==> src/input_terminal_cfg.svh <==
`ifndef INPUT_TERMINAL_CFG_SVH
`define INPUT_TERMINAL_CFG_SVH

// ==========================================
// Timing
`define CLOCK_PERIOD_NS   100'd10
`define SAMPLE_PERIOD_NS  200000
`define SAMPLE_CYCLES     (`SAMPLE_PERIOD_NS / 10)
`define SETTLE_TICKS      4'hC

// ==========================================
// Register offsets
`define OFS_FILTER        8'h00
`define OFS_GUARD         8'h01
`define OFS_POLARITY      8'h02
`define OFS_WIRING        8'h03
`define OFS_CONTROL       8'h04
`define OFS_PRESET        8'h05
`define OFS_FUNC_BASE     8'h10
`define OFS_FUNC_LAST     8'h16
`define OFS_LEVELS        8'h20
`define OFS_RUN_STATUS    8'h21
`define OFS_COUNTER       8'h22
`define OFS_TIMER         8'h23
`define OFS_LENGTH        8'h24

// ==========================================
// Reset values and limits
`define RST_FILTER        8'h05
`define RST_GUARD         8'h00
`define RST_POLARITY      8'h00
`define RST_WIRING        8'h00
`define RST_CONTROL       8'h00
`define RST_PRESET        16'h0000
`define RST_FUNC          6'h00
`define FILTER_MIN        4'h1
`define FILTER_MAX        4'hA

// ==========================================
// Control register bits
`define CTL_COUNT_DOWN    0
`define CTL_TORQUE_TERM   1
`define CTL_SEQ_MANUAL    2
`define CTL_SEQ_MODE      3

// ==========================================
// Wiring modes
`define WIRE_TWO_1        2'h0
`define WIRE_TWO_2        2'h1
`define WIRE_THREE_1      2'h2
`define WIRE_THREE_2      2'h3

// ==========================================
// Terminal function codes
`define FN_FORWARD        6'h01
`define FN_REVERSE        6'h02
`define FN_STOP_ENABLE    6'h03
`define FN_SWING_RESET    6'h25
`define FN_SEQ_ENABLE     6'h26
`define FN_SEQ_PAUSE      6'h27
`define FN_SEQ_RESET      6'h28
`define FN_COUNT_CLEAR    6'h29
`define FN_COUNT_TRIG     6'h2A
`define FN_TIMER_TRIG     6'h2B
`define FN_TIMER_CLEAR    6'h2C
`define FN_PULSE_FREQ     6'h2D
`define FN_LENGTH_CLEAR   6'h2E
`define FN_LENGTH_COUNT   6'h2F
`define FN_TORQUE_SWITCH  6'h30
`define FN_TORQUE_INHIBIT 6'h31
`define FN_INTERLOCK_1    6'h3C
`define FN_INTERLOCK_2    6'h3D
`define FN_INTERLOCK_3    6'h3E
`define FN_SOURCE_B_RUN   6'h40
`define HS_TERMINAL       5

`endif

==> src/input_terminal_pkg.sv <==
package input_terminal_pkg;
  // ==========================================
  // Types
  typedef enum logic [1:0] {stopped, forward, reverse} run_state_e;
  typedef logic [5:0] func_code_t;
endpackage

==> src/input_terminal_command_decoder.sv <==
`timescale 1ns/1ps
`include "input_terminal_cfg.svh"

module input_terminal_command_decoder #(
  parameter int N_IN          = 7,
  parameter int DW            = 16,
  parameter int SAMPLE_CYCLES = `SAMPLE_CYCLES
) (
  input  wire logic          clock,
  input  wire logic          rst_b,
  input  wire logic          clk_en,
  input  wire logic [N_IN-1:0] terminal_raw,
  input  wire logic [7:0]    addr,
  input  wire logic [DW-1:0] wdata,
  input  wire logic          wr,
  input  wire logic          rd,
  output logic [DW-1:0]      rdata,
  output logic               run_forward,
  output logic               run_reverse,
  output logic               swing_clear,
  output logic               swing_restart,
  output logic               seq_normal,
  output logic               seq_zero_freq,
  output logic               seq_hold_timer,
  output logic               seq_speed_track,
  output logic               seq_clear,
  output logic               seq_restart,
  output logic               torque_control,
  output logic               torque_inhibit,
  output logic               freq_source_b,
  output logic               ext_pulse,
  output logic               open_collector_out_one,
  output logic               open_collector_out_two,
  output logic               relay_out_one
);
  localparam int TW = $clog2(SAMPLE_CYCLES + 1);

  logic [N_IN-1:0]   sync_a;
  logic [N_IN-1:0]   sync_b;
  logic [N_IN-1:0]   filtered;
  logic [N_IN-1:0]   act;
  logic [N_IN*6-1:0] codes;
  logic [7:0]        input_filter_count;
  logic [7:0]        powerup_run_guard;
  logic [7:0]        input_polarity_mask;
  logic [7:0]        run_wiring_mode;
  logic [7:0]        function_control;
  logic [DW-1:0]     count_preset;
  logic [3:0]        filt_limit;
  logic [TW-1:0]     tick_cnt;
  logic              tick;
  logic [3:0]        settle;
  logic              armed;
  logic [DW-1:0]     counter;
  logic [DW-1:0]     timer;
  logic              timing;
  logic [DW-1:0]     length;
  logic              b_run;
  input_terminal_pkg::run_state_e state;
  input_terminal_pkg::run_state_e next_state;

  // ==========================================
  // Function decode over all terminals, except pulse frequency and length count, which decode the HS terminal only
  function automatic logic term_fn(input logic [N_IN*6-1:0] c, input logic [N_IN-1:0] a,
                                   input input_terminal_pkg::func_code_t f);
    logic hit;
    hit = 1'b0;
    for (int i = 0; i < N_IN; i++) begin
      if (c[i*6 +: 6] == f && a[i]) begin
        hit = 1'b1;
      end
    end
    return hit;
  endfunction

  logic forward_cmd_input, rev, stp, f37, f38, f39, f40, f41, f42, f43, f44;
  logic f45, f46, f47, f48, f49, f60, f61, f62, f64;
  logic p_fwd, p_rev, p37, p39, p40, p42, p43, p45, p47, p64;
  logic hs_act;

  assign hs_act = act[`HS_TERMINAL];
  assign forward_cmd_input = term_fn(codes, act, `FN_FORWARD);
  assign rev = term_fn(codes, act, `FN_REVERSE);
  assign stp = term_fn(codes, act, `FN_STOP_ENABLE);
  assign f37 = term_fn(codes, act, `FN_SWING_RESET);
  assign f38 = term_fn(codes, act, `FN_SEQ_ENABLE);
  assign f39 = term_fn(codes, act, `FN_SEQ_PAUSE);
  assign f40 = term_fn(codes, act, `FN_SEQ_RESET);
  assign f41 = term_fn(codes, act, `FN_COUNT_CLEAR);
  assign f42 = term_fn(codes, act, `FN_COUNT_TRIG);
  assign f43 = term_fn(codes, act, `FN_TIMER_TRIG);
  assign f44 = term_fn(codes, act, `FN_TIMER_CLEAR);
  assign f45 = hs_act && codes[`HS_TERMINAL*6 +: 6] == `FN_PULSE_FREQ;
  assign f46 = term_fn(codes, act, `FN_LENGTH_CLEAR);
  assign f47 = hs_act && codes[`HS_TERMINAL*6 +: 6] == `FN_LENGTH_COUNT;
  assign f48 = term_fn(codes, act, `FN_TORQUE_SWITCH);
  assign f49 = term_fn(codes, act, `FN_TORQUE_INHIBIT);
  assign f60 = term_fn(codes, act, `FN_INTERLOCK_1);
  assign f61 = term_fn(codes, act, `FN_INTERLOCK_2);
  assign f62 = term_fn(codes, act, `FN_INTERLOCK_3);
  assign f64 = term_fn(codes, act, `FN_SOURCE_B_RUN);

  // ==========================================
  // Input synchronisers, sample tick, filters
  always_ff @(posedge clock) begin
    if (!rst_b) begin
      sync_a <= '0;
      sync_b <= '0;
    end else if (clk_en) begin
      sync_a <= terminal_raw;
      sync_b <= sync_a;
    end
  end

  always_ff @(posedge clock) begin
    if (!rst_b) begin
      tick_cnt <= '0;
      tick     <= 1'b0;
    end else if (clk_en) begin
      tick     <= tick_cnt == TW'(SAMPLE_CYCLES - 1);
      tick_cnt <= (tick_cnt == TW'(SAMPLE_CYCLES - 1)) ? '0 : tick_cnt + TW'(1);
    end
  end

  always_comb begin
    if (input_filter_count[3:0] < `FILTER_MIN || input_filter_count > 8'(`FILTER_MAX)) begin
      filt_limit = `FILTER_MAX;
    end else begin
      filt_limit = input_filter_count[3:0];
    end
  end

  genvar g;
  generate
    for (g = 0; g < N_IN; g++) begin : gen_filter
      input_debounce u_flt (
        .clock  (clock),
        .rst_b  (rst_b),
        .clk_en (clk_en),
        .sample (tick),
        .raw    (sync_b[g]),
        .limit  (filt_limit),
        .level  (filtered[g])
      );
    end
  endgenerate

  // Raw 1 is closed to common
  assign act = filtered ^ input_polarity_mask[N_IN-1:0];

  // ==========================================
  // Register writes
  always_ff @(posedge clock) begin
    if (!rst_b) begin
      input_filter_count  <= `RST_FILTER;
      powerup_run_guard   <= `RST_GUARD;
      input_polarity_mask <= `RST_POLARITY;
      run_wiring_mode     <= `RST_WIRING;
      function_control    <= `RST_CONTROL;
      count_preset        <= `RST_PRESET;
      codes               <= '0;
    end else if (clk_en && wr) begin
      if (addr == `OFS_FILTER) begin
        input_filter_count <= wdata[7:0];
      end else if (addr == `OFS_GUARD) begin
        powerup_run_guard <= wdata[7:0];
      end else if (addr == `OFS_POLARITY) begin
        input_polarity_mask <= {1'b0, wdata[6:0]};
      end else if (addr == `OFS_WIRING) begin
        run_wiring_mode <= wdata[7:0];
      end else if (addr == `OFS_CONTROL) begin
        function_control <= wdata[7:0];
      end else if (addr == `OFS_PRESET) begin
        count_preset <= wdata;
      end else if (addr >= `OFS_FUNC_BASE && addr <= `OFS_FUNC_LAST) begin
        codes[(addr - `OFS_FUNC_BASE)*6 +: 6] <= wdata[5:0];
      end
    end
  end

  // ==========================================
  // Register reads
  always_ff @(posedge clock) begin
    if (!rst_b) begin
      rdata <= '0;
    end else if (clk_en) begin
      rdata <= '0;
      if (rd) begin
        if (addr == `OFS_FILTER) begin
          rdata <= DW'(input_filter_count);
        end else if (addr == `OFS_GUARD) begin
          rdata <= DW'(powerup_run_guard);
        end else if (addr == `OFS_POLARITY) begin
          rdata <= DW'(input_polarity_mask);
        end else if (addr == `OFS_WIRING) begin
          rdata <= DW'(run_wiring_mode);
        end else if (addr == `OFS_CONTROL) begin
          rdata <= DW'(function_control);
        end else if (addr == `OFS_PRESET) begin
          rdata <= count_preset;
        end else if (addr >= `OFS_FUNC_BASE && addr <= `OFS_FUNC_LAST) begin
          rdata <= DW'(codes[(addr - `OFS_FUNC_BASE)*6 +: 6]);
        end else if (addr == `OFS_LEVELS) begin
          rdata <= DW'(act);
        end else if (addr == `OFS_RUN_STATUS) begin
          rdata <= DW'({timing, b_run, armed, state});
        end else if (addr == `OFS_COUNTER) begin
          rdata <= counter;
        end else if (addr == `OFS_TIMER) begin
          rdata <= timer;
        end else if (addr == `OFS_LENGTH) begin
          rdata <= length;
        end
      end
    end
  end

  // ==========================================
  // Edge history
  always_ff @(posedge clock) begin
    if (!rst_b) begin
      {p_fwd, p_rev, p37, p39, p40, p42, p43, p45, p47, p64} <= '0;
    end else if (clk_en) begin
      {p_fwd, p_rev, p37, p39, p40, p42, p43, p45, p47, p64} <=
        {forward_cmd_input, rev, f37, f39, f40, f42, f43, f45, f47, f64};
    end
  end

  // ==========================================
  // Power-up run guard
  always_ff @(posedge clock) begin
    if (!rst_b) begin
      settle <= 4'h0;
      armed  <= 1'b1;
    end else if (clk_en) begin
      if (tick && settle != `SETTLE_TICKS) begin
        settle <= settle + 4'h1;
      end
      if (powerup_run_guard[0]) begin
        armed <= 1'b0;
      end else if (settle == `SETTLE_TICKS && !forward_cmd_input && !rev) begin
        armed <= 1'b0;
      end
    end
  end

  // ==========================================
  // Run command decode
  always_comb begin
    next_state = state;
    case (run_wiring_mode[1:0])
      `WIRE_TWO_1, `WIRE_TWO_2: begin
        if (forward_cmd_input && rev) begin
          next_state = input_terminal_pkg::reverse;
        end else if (forward_cmd_input) begin
          next_state = input_terminal_pkg::forward;
        end else begin
          next_state = input_terminal_pkg::stopped;
        end
      end
      `WIRE_THREE_1: begin
        if (!stp) begin
          next_state = input_terminal_pkg::stopped;
        end else if (forward_cmd_input && !p_fwd) begin
          next_state = input_terminal_pkg::forward;
        end else if (rev && !p_rev) begin
          next_state = input_terminal_pkg::reverse;
        end
      end
      default: begin
        if (!stp) begin
          next_state = input_terminal_pkg::stopped;
        end else if (state == input_terminal_pkg::stopped) begin
          if (forward_cmd_input && !p_fwd) begin
            next_state = input_terminal_pkg::forward;
          end
        end else if (rev) begin
          next_state = input_terminal_pkg::reverse;
        end else begin
          next_state = input_terminal_pkg::forward;
        end
      end
    endcase
    if (armed) begin
      next_state = input_terminal_pkg::stopped;
    end
  end

  always_ff @(posedge clock) begin
    if (!rst_b) begin
      state <= input_terminal_pkg::stopped;
    end else if (clk_en) begin
      state <= next_state;
    end
  end

  logic running;
  assign running = state != input_terminal_pkg::stopped || b_run;

  // ==========================================
  // Source B switch and start
  always_ff @(posedge clock) begin
    if (!rst_b) begin
      b_run         <= 1'b0;
      freq_source_b <= 1'b0;
    end else if (clk_en) begin
      freq_source_b <= f64;
      if (!f64) begin
        b_run <= 1'b0;
      end else if (!p64 && !running) begin
        b_run <= 1'b1;
      end
    end
  end

  always_ff @(posedge clock) begin
    if (!rst_b) begin
      run_forward <= 1'b0;
      run_reverse <= 1'b0;
    end else if (clk_en) begin
      run_forward <= state == input_terminal_pkg::forward ||
                     (state == input_terminal_pkg::stopped && b_run);
      run_reverse <= state == input_terminal_pkg::reverse;
    end
  end

  // ==========================================
  // Swing and sequencer control
  always_ff @(posedge clock) begin
    if (!rst_b) begin
      swing_clear     <= 1'b0;
      swing_restart   <= 1'b0;
      seq_normal      <= 1'b0;
      seq_zero_freq   <= 1'b0;
      seq_hold_timer  <= 1'b0;
      seq_speed_track <= 1'b0;
      seq_clear       <= 1'b0;
      seq_restart     <= 1'b0;
    end else if (clk_en) begin
      swing_clear     <= f37;
      swing_restart   <= p37 && !f37;
      seq_normal      <= running && !f39 &&
                         (!function_control[`CTL_SEQ_MANUAL] || f38);
      seq_zero_freq   <= running && (f39 ||
                         (function_control[`CTL_SEQ_MANUAL] && !f38));
      seq_hold_timer  <= f39;
      seq_speed_track <= p39 && !f39 && running;
      seq_clear       <= function_control[`CTL_SEQ_MODE] && !running && f40;
      seq_restart     <= function_control[`CTL_SEQ_MODE] && p40 && !f40;
    end
  end

  // ==========================================
  // Pulse counter
  always_ff @(posedge clock) begin
    if (!rst_b) begin
      counter <= `RST_PRESET;
    end else if (clk_en) begin
      if (f41) begin
        counter <= count_preset;
      end else if (f42 && !p42) begin
        if (function_control[`CTL_COUNT_DOWN]) begin
          counter <= counter - DW'(1);
        end else begin
          counter <= counter + DW'(1);
        end
      end
    end
  end

  // ==========================================
  // Timer in sample ticks
  always_ff @(posedge clock) begin
    if (!rst_b) begin
      timer  <= '0;
      timing <= 1'b0;
    end else if (clk_en) begin
      if (f44) begin
        timer  <= '0;
        timing <= 1'b0;
      end else begin
        if (f43 && !p43) begin
          timing <= 1'b1;
        end
        if (timing && tick && timer != '1) begin
          timer <= timer + DW'(1);
        end
      end
    end
  end

  // ==========================================
  // Length count and pulse frequency input
  always_ff @(posedge clock) begin
    if (!rst_b) begin
      length    <= '0;
      ext_pulse <= 1'b0;
    end else if (clk_en) begin
      ext_pulse <= f45 && !p45;
      if (f46) begin
        length <= '0;
      end else if (f47 && !p47 && length != '1) begin
        length <= length + DW'(1);
      end
    end
  end

  // ==========================================
  // Torque switch and interlocks
  always_ff @(posedge clock) begin
    if (!rst_b) begin
      torque_control         <= 1'b0;
      torque_inhibit         <= 1'b0;
      open_collector_out_one <= 1'b0;
      open_collector_out_two <= 1'b0;
      relay_out_one          <= 1'b0;
    end else if (clk_en) begin
      torque_control         <= function_control[`CTL_TORQUE_TERM] && f48 && !f49;
      torque_inhibit         <= f49;
      open_collector_out_one <= f60;
      open_collector_out_two <= f61;
      relay_out_one          <= f62;
    end
  end
endmodule

==> src/input_debounce.sv <==
`timescale 1ns/1ps
`include "input_terminal_cfg.svh"

module input_debounce (
  input  wire logic       clock,
  input  wire logic       rst_b,
  input  wire logic       clk_en,
  input  wire logic       sample,
  input  wire logic       raw,
  input  wire logic [3:0] limit,
  output logic            level
);
  logic [3:0] held;

  // ==========================================
  // Accept a new level after limit equal samples
  always_ff @(posedge clock) begin
    if (!rst_b) begin
      held  <= 4'h0;
      level <= 1'b0;
    end else if (clk_en && sample) begin
      if (raw == level) begin
        held <= 4'h0;
      end else if (held + 4'h1 >= limit) begin
        held  <= 4'h0;
        level <= raw;
      end else begin
        held <= held + 4'h1;
      end
    end
  end
endmodule

==> config.mk <==
export PLATFORM = sky130hd
export DESIGN_NAME = input_terminal_command_decoder
export DESIGN_NICKNAME = d
export VERILOG_FILES = /design/src/input_terminal_pkg.sv /design/src/input_terminal_command_decoder.sv /design/src/input_debounce.sv
export VERILOG_INCLUDE_DIRS = /design/src /design/src/src
export SDC_FILE = /design/constraint.sdc
export NUM_CORES = 1
export LEC_CHECK = 0
export ABC_CLOCK_PERIOD_IN_PS = 8100
export BUFFER_PORTS_ARGS = -buffer_cell sky130_fd_sc_hd__buf_2
export CAP_MARGIN = 25
export CORE_MARGIN = 3
export CORE_UTILIZATION = 30
export DETAILED_ROUTE_END_ITERATION = 16
export PLACE_DENSITY = 0.48
export SLEW_MARGIN = 20
export SYNTH_ARGS = -nofsm -noshare
export SYNTH_HDL_FRONTEND = slang
export SYNTH_SLANG_ARGS = --single-unit
==> constraint.sdc <==
create_clock -name clock -period 8.1 [get_ports clock]
set_input_delay 1.62 -clock clock [delete_from_list [all_inputs] [get_ports clock]]
set_output_delay 1.62 -clock clock [all_outputs]
set_load 0.02 [all_outputs]
==> impl_metrics.ini, run 1 <==
[run_status]
status = finished clean

[route]
ant_nets = 0
routed_via_density = 5.65
drc = 0
routed_wl_um = 63800
vias = 16700
firstDrtPassIters = 6
wire_per_inst_um = 21.6
drt_iter0_drc = 1383

[min_path]
whs_path_depth = 2
hp-class = reg -> reg

[synth]
synthAdderAreaFrac_pct = 5.96
synth_cells = 2169
synth_area_per_cell_um2 = 7.95
ys_ff_latch = 259
synth-xor-area-share_pct = 5.39
synth_area_um2 = 17200
yosys.area_share.simple_pct = 26.2
synth-edff-count = 0
netlist_top_cells_area = dfxtp_1, mux2i_1, nor2_1
ys_warn_count = 0
syn_nets = 2286
synth_compound_area_share_pct = 19.4
ys.flop_type = dfxtp_1
ys_seq_area_share_pct = 30.1
yosys.area.top_type = dfxtp_1
synth_top_area_share_pct = 30.1
ys_async_sr_fraction_pct = 0
synth_top_family_by_area = simple AND/OR/NAND/NOR gates
ys_types = 96
synthMuxAreaShare_pct = 9.24

[layout]
instances_no_fill = 2957
final_cell_mix = nor2_1, dfxtp_1, nand2_1, a21oi_1, mux2i_1
final_common_cell = nor2_1
nets = 2292
drive_above_1_share_pct = 10.1
num-fill-cells = 6022
area_growth_pct = 13.1

[die]
rows = 87
core_area_um2 = 56600
pin_count = 69
start_util_pct = 30.5
die_h_um = 246
dieArea_um2 = 60400
die_w_um = 246

[cts]
clk_latency_ps = 560
numClockSinks = 259
cts_root_buf = clkbuf_16
numCtsBuffers = 34
clk_path_buf_depth = 3
cts_max_level = 2
clkTransAtPathRegs_ps = 50
cts_setup_buffers = 0
cts_resized = 0
postCtsHoldBufs = 0
cts_tree = yes

[global_route]
grt_pass1_vias = 16000
grt_max_degree = 96
grt_first_pass_wirelength_um = 97900
antenna_found_initial = 2
grt_overflow_total = 0
grtUsageTotal_pct = 20.8

[place]
hpwl_um = 46500
dp_worst_setup_slack_ps = 1070
placed_cells = 2894
gp_congestion = 0.912
port_buffers = 68

[power_and_ir_drop]
leakage_nw = 7.27
p_per_area_nw_per_um2 = 169
vdd_drop_max_v = 0.000122

[sta]
fmax_ghz = 0.154
layout_setup_ws_ps = 1590
worst_pin_slew_ps = 948
rsz0062_at_grt = no
finalSetupTns_ps = 0
period_needed_ps = 6510
clock_skew_ps = 25.3
finalHoldViolations = 0
setup_viol = 0
fin_crit_sh_pct = 80.4
slew_headroom_pct = 36.5
drv_slew = 0

[run]
maxCapViolCount = 0

[worst_setup_path]
cp_data_arrival_time_ps = 6990
crit_required_ps = 8570
path_max_fanout = 15
cp-start-kind = input port
worst-setup-path-type = in -> reg
r2r_cells = 8
cp-end-kind = register
worst max-delay path, cell delays in order:
cell and delay (ps):
buf_2 170, inv_1 100, ha_1 270, xor2_1 180, ha_1 380, or3_1 450, o211a_4 320, nor4_4 370
and3_1 280, nand3_1 100, ha_1 310, nor4_1 310, nand3b_1 120, nor3_1 220, nand3_1 140, nor4b_4 460
o2111ai_1 460, nor3_1 470, mux2i_1 230
power by group:
group | leakage [nW] | switching (mW) | internal, mW
clock network | 0.585 | 0.617 | 0.993
registers | 2.09 | 0.00639 | 1.28
logic | 4.60 | 0.284 | 0.119
registers in the layout (all words and copies together), names as in the netlist, 2 cells and up:
| register | count |
|---|---|
| rdata | 16 |
| input_polarity_mask | 7 |
| gen_filter.u_flt.held | 28 |
| count_preset | 16 |
| settle | 4 |
| sync_a | 7 |
| run_wiring_mode | 8 |
| length | 16 |
| codes | 42 |
| timer | 16 |
| input_filter_count | 8 |
| powerup_run_guard | 8 |
| function_control | 8 |
| state | 2 |
| tick_cnt | 15 |
| gen_filter.u_flt.level | 7 |
| counter | 16 |
| sync_b | 7 |
stage by stage:
stage,power (mW),hold WS [ps],utilization (%),instance area [um^2]
2_1_floorplan,1.59,432,-,17200
3_3_place_gp,1.71,445,32.3,18300
3_5_place_dp,1.71,450,32.3,18300
4_1_cts,3.33,457,34.4,19500
5_1_grt,3.43,486,34.4,19500
6_report,3.30,456,34.4,19500
area by class of cell:
type                            instances  area [um^2]  area share, %
Multi-Input combinational cell       1742        11400           58.7
Sequential cell                       259         5180           26.6
Tap cell                              756          946           4.85
Clock buffer                           43          945           4.85
Timing Repair Buffer                   98          577           2.96
Clock inverter                         17          246           1.26
Inverter                               40          155          0.796
Antenna cell                            2         5.00         0.0257
synth_stat cells, types with 50 or more instances:
cell        n
nor2_1    282
dfxtp_1   259
nand2_1   237
a21oi_1   149
clkbuf_1  110
mux2i_1   106
o21ai_0    97
nand3_1    94
ha_1       79
nor3_1     61
xor2_1     59
a22oi_1    50
kinds of logic (layout without fill, tap and decap cells):
logic type	Yosys count	in the layout
fa+ha+maj	81	81
buf+inv	168	198
simple gates	921	921
mux	130	130
xor+xnor	102	102
flops	259	259
other cells	0	2
compound gates	508	508
routing by layer:
| layer | vias up | part of all wire [%] | track usage, % |
|---|---|---|---|
| li1 | 7951 | - | - |
| met2 | 571 | 48 | 34.8 |
| met3 | 92 | 6.3 | 3.90 |
| met1 | 8096 | 44 | 27.0 |
| met4 | 0 | 2.6 | 6.13 |
| met5 | - | 0 | 0 |
worst paths after layout:
path	startpoint	endpoint	slack, ps
setup / recovery	addr[4]	codes[31]$_SDFFE_PN0P_	1590
hold / removal	function_control[5]$_SDFFE_PN0P_	function_control[5]$_SDFFE_PN0P_	460
setup reg to reg	input_polarity_mask[4]$_SDFFE_PN0P_	counter[15]$_SDFFE_PN0P_	4530
hold reg to reg	function_control[5]$_SDFFE_PN0P_	function_control[5]$_SDFFE_PN0P_	460
No activity file was read; power rests on OpenSTA's default activity.
==> inputs of run 2 (changes only) <==
ABC_CLOCK_PERIOD_IN_PS = 6710   (was 8100)
clock period = 6.71 ns   (was 8.1 ns; I/O delays follow)
==> run 2 against run 1 <==
Register-to-register slack got worse by 1600 ps. Design area rose by 0.30%. First-iteration DRC count up 15%. Sequential power grew 21%. Worst setup slack worse by 1100 ps. Highest routed layer is now met5.
==> impl_metrics.ini, run 2 (synthesized netlist as in run 1, its figures left out) <==
[power_and_ir_drop]
seqPwrFrac_pct = 39.3
clockPowerShare_pct = 48.3
swShare_pct = 27.6
vdd_drop_max_v = 0.000176
p_switching_mw = 1.09
p_per_area_nw_per_um2 = 202
power_frac_comb_pct = 12.3
intPower_mw = 2.86
leakage_nw = 7.30

[sta]
setup_viol = 0
period_needed_ps = 6240
finalHoldViolations = 0
worst_pin_slew_ps = 1040
slew_headroom_pct = 30.7
clock_skew_ps = 23.4
fmax_ghz = 0.160
drv_slew = 0
rsz0062_at_grt = no
fin_crit_sh_pct = 93.0
finalSetupTns_ps = 0

[worst_setup_path]
worstSetupStartpoint = addr[4]
path_max_fanout = 15
timing.rr.start = input_polarity_mask[4]$_SDFFE_PN0P_
cp.depth = 19
r2r_cells = 8
worst-setup-path-type = in -> reg
critPathBufInv = 2
max_stage_delay_ps = 510
crit_top_cell = ha_1
cp_data_arrival_time_ps = 6710
crit_chain = buf_2 -> inv_1 -> ha_1 -> xor2_1 -> ha_1 -> or3_1 -> o211a_4 -> nor4_1 -> and3_1 -> nand3_1 -> ha_1 -> nor4_1 -> nand3b_1 -> nor3_1 -> nand3_1 -> nor4b_4 -> o2111ai_1 -> nor3_1 -> mux2i_1
cp-end-kind = register
crit_required_ps = 7180
cp-start-kind = input port
path_delay_family = simple AND/OR/NAND/NOR gates
cp_slowest_cell = nor3_1

[cts]
clk_latency_ps = 550
numCtsBuffers = 34
clk_path_buf_depth = 3
cts_resized = 0
postCtsHoldBufs = 0
numClockSinks = 259
cts_setup_buffers = 0
cts_root_buf = clkbuf_16
cts_max_level = 2
clkTransAtPathRegs_ps = 60
cts_tree = yes

[min_path]
hp-class = reg -> reg
worstHoldStart = function_control[4]$_SDFFE_PN0P_
whs_path_depth = 2

[layout]
final_common_cell = nor2_1
nets = 2301
num-fill-cells = 6037
postLayoutCellArea_um2 = 19600
regMostFlops = codes
final_cell_mix = nor2_1, dfxtp_1, nand2_1, a21oi_1, mux2i_1
drive_above_1_share_pct = 10.5
area_growth_pct = 13.4
largest_register_ffs = 42
reg_top3 = codes (42), gen_filter.u_flt.held (28)

[route]
drc = 0
routed_via_density = 5.66
vias = 16800
wire_per_inst_um = 21.4
firstDrtPassIters = 6
ant_nets = 0
drt_iter0_drc = 1594
routed_wl_um = 63500

[global_route]
grt_overflow_total = 0
grt_first_pass_wirelength_um = 97700
antenna_found_initial = 4
grt_max_degree = 115
grtUsageTotal_pct = 20.6
grt_pass1_vias = 16200

[die]
rows = 87
start_util_pct = 30.5
pin_count = 69
die_h_um = 246
dieArea_um2 = 60400
die_w_um = 246
core_area_um2 = 56600

[place]
placed_cell_area_um2 = 18300
gp_congestion = 0.891
port_buffers = 68
hpwl_um = 46200

[run]
maxCapViolCount = 0

[run_status]
status = finished clean
-- run 2: cell count changes in the layout (fill, tap and decap cells not counted), sizes merged --
cell      delta
diode        -1
buf          +8
clkinv       -2
clkinvlp     +1
clkbuf       +7
bufinv       -2
inv          -1
-- run 2: worst register-to-register path, cell delays in order, from the launching register on --
cell      delay, ps
dfxtp_1         360
xnor2_1         690
nor3_1          260
a221oi_1        590
nand3_1         640
o21a_1          540
buf_16          230
a221oi_1        270
a21oi_1         100
-- run 2: routing by layer --
layer | track usage (%) | part of all wire (%) | wire length (um) | vias up
li1 | - | - | - | 7943
met1 | 26.6 | 43 | 27400 | 8139
met2 | 34.7 | 47 | 29800 | 590
met3 | 3.14 | 6.2 | 3960 | 127
met4 | 7.66 | 3.6 | 2260 | 2
met5 | 0 | 0.020 | 13 | -
-- run 2: cell type report --
type | instances | area [um^2] | share of cell area (%)
Sequential cell | 259 | 5180 | 26.5
Clock inverter | 13 | 171 | 0.877
Clock buffer | 49 | 1010 | 5.15
Multi-Input combinational cell | 1742 | 11400 | 58.5
Tap cell | 756 | 946 | 4.84
Antenna cell | 1 | 2.50 | 0.0128
Inverter | 40 | 155 | 0.793
Timing Repair Buffer | 107 | 658 | 3.37
-- run 2: final timing paths --
path,endpoint,slack [ps]
worst min-delay path,function_control[4]$_SDFFE_PN0P_,450
worst min register to register,function_control[4]$_SDFFE_PN0P_,450
worst max register to register,counter[15]$_SDFFE_PN0P_,2890
worst max-delay path,codes[30]$_SDFFE_PN0P_,470
-- run 2: power groups by stage --
stage / registers (mW) / clock network [mW] / logic [mW]
global placement: 1.59 / 0 / 0.482
floorplan: 1.59 / 0 / 0.334
finish: 1.56 / 1.91 / 0.487
global route: 1.56 / 2.01 / 0.530
detailed placement: 1.59 / 0 / 0.480
CTS: 1.56 / 1.96 / 0.482
-- run 2: per-stage QoR --
| step | std cells | worst slack, ps | util (%) | total power [mW] | hold slack [ps] |
|---|---|---|---|---|---|
| after global routing | 2966 | 224 | 34.5 | 4.10 | 471 |
| after global placement | 2899 | 89.3 | 32.4 | 2.07 | 442 |
| after floorplan | 2169 | 879 | - | 1.92 | 432 |
| after detailed placement | 2902 | 43.0 | 32.4 | 2.07 | 447 |
| final | 2967 | 468 | 34.5 | 3.95 | 454 |
| after CTS | 2964 | 587 | 34.5 | 4.00 | 454 |
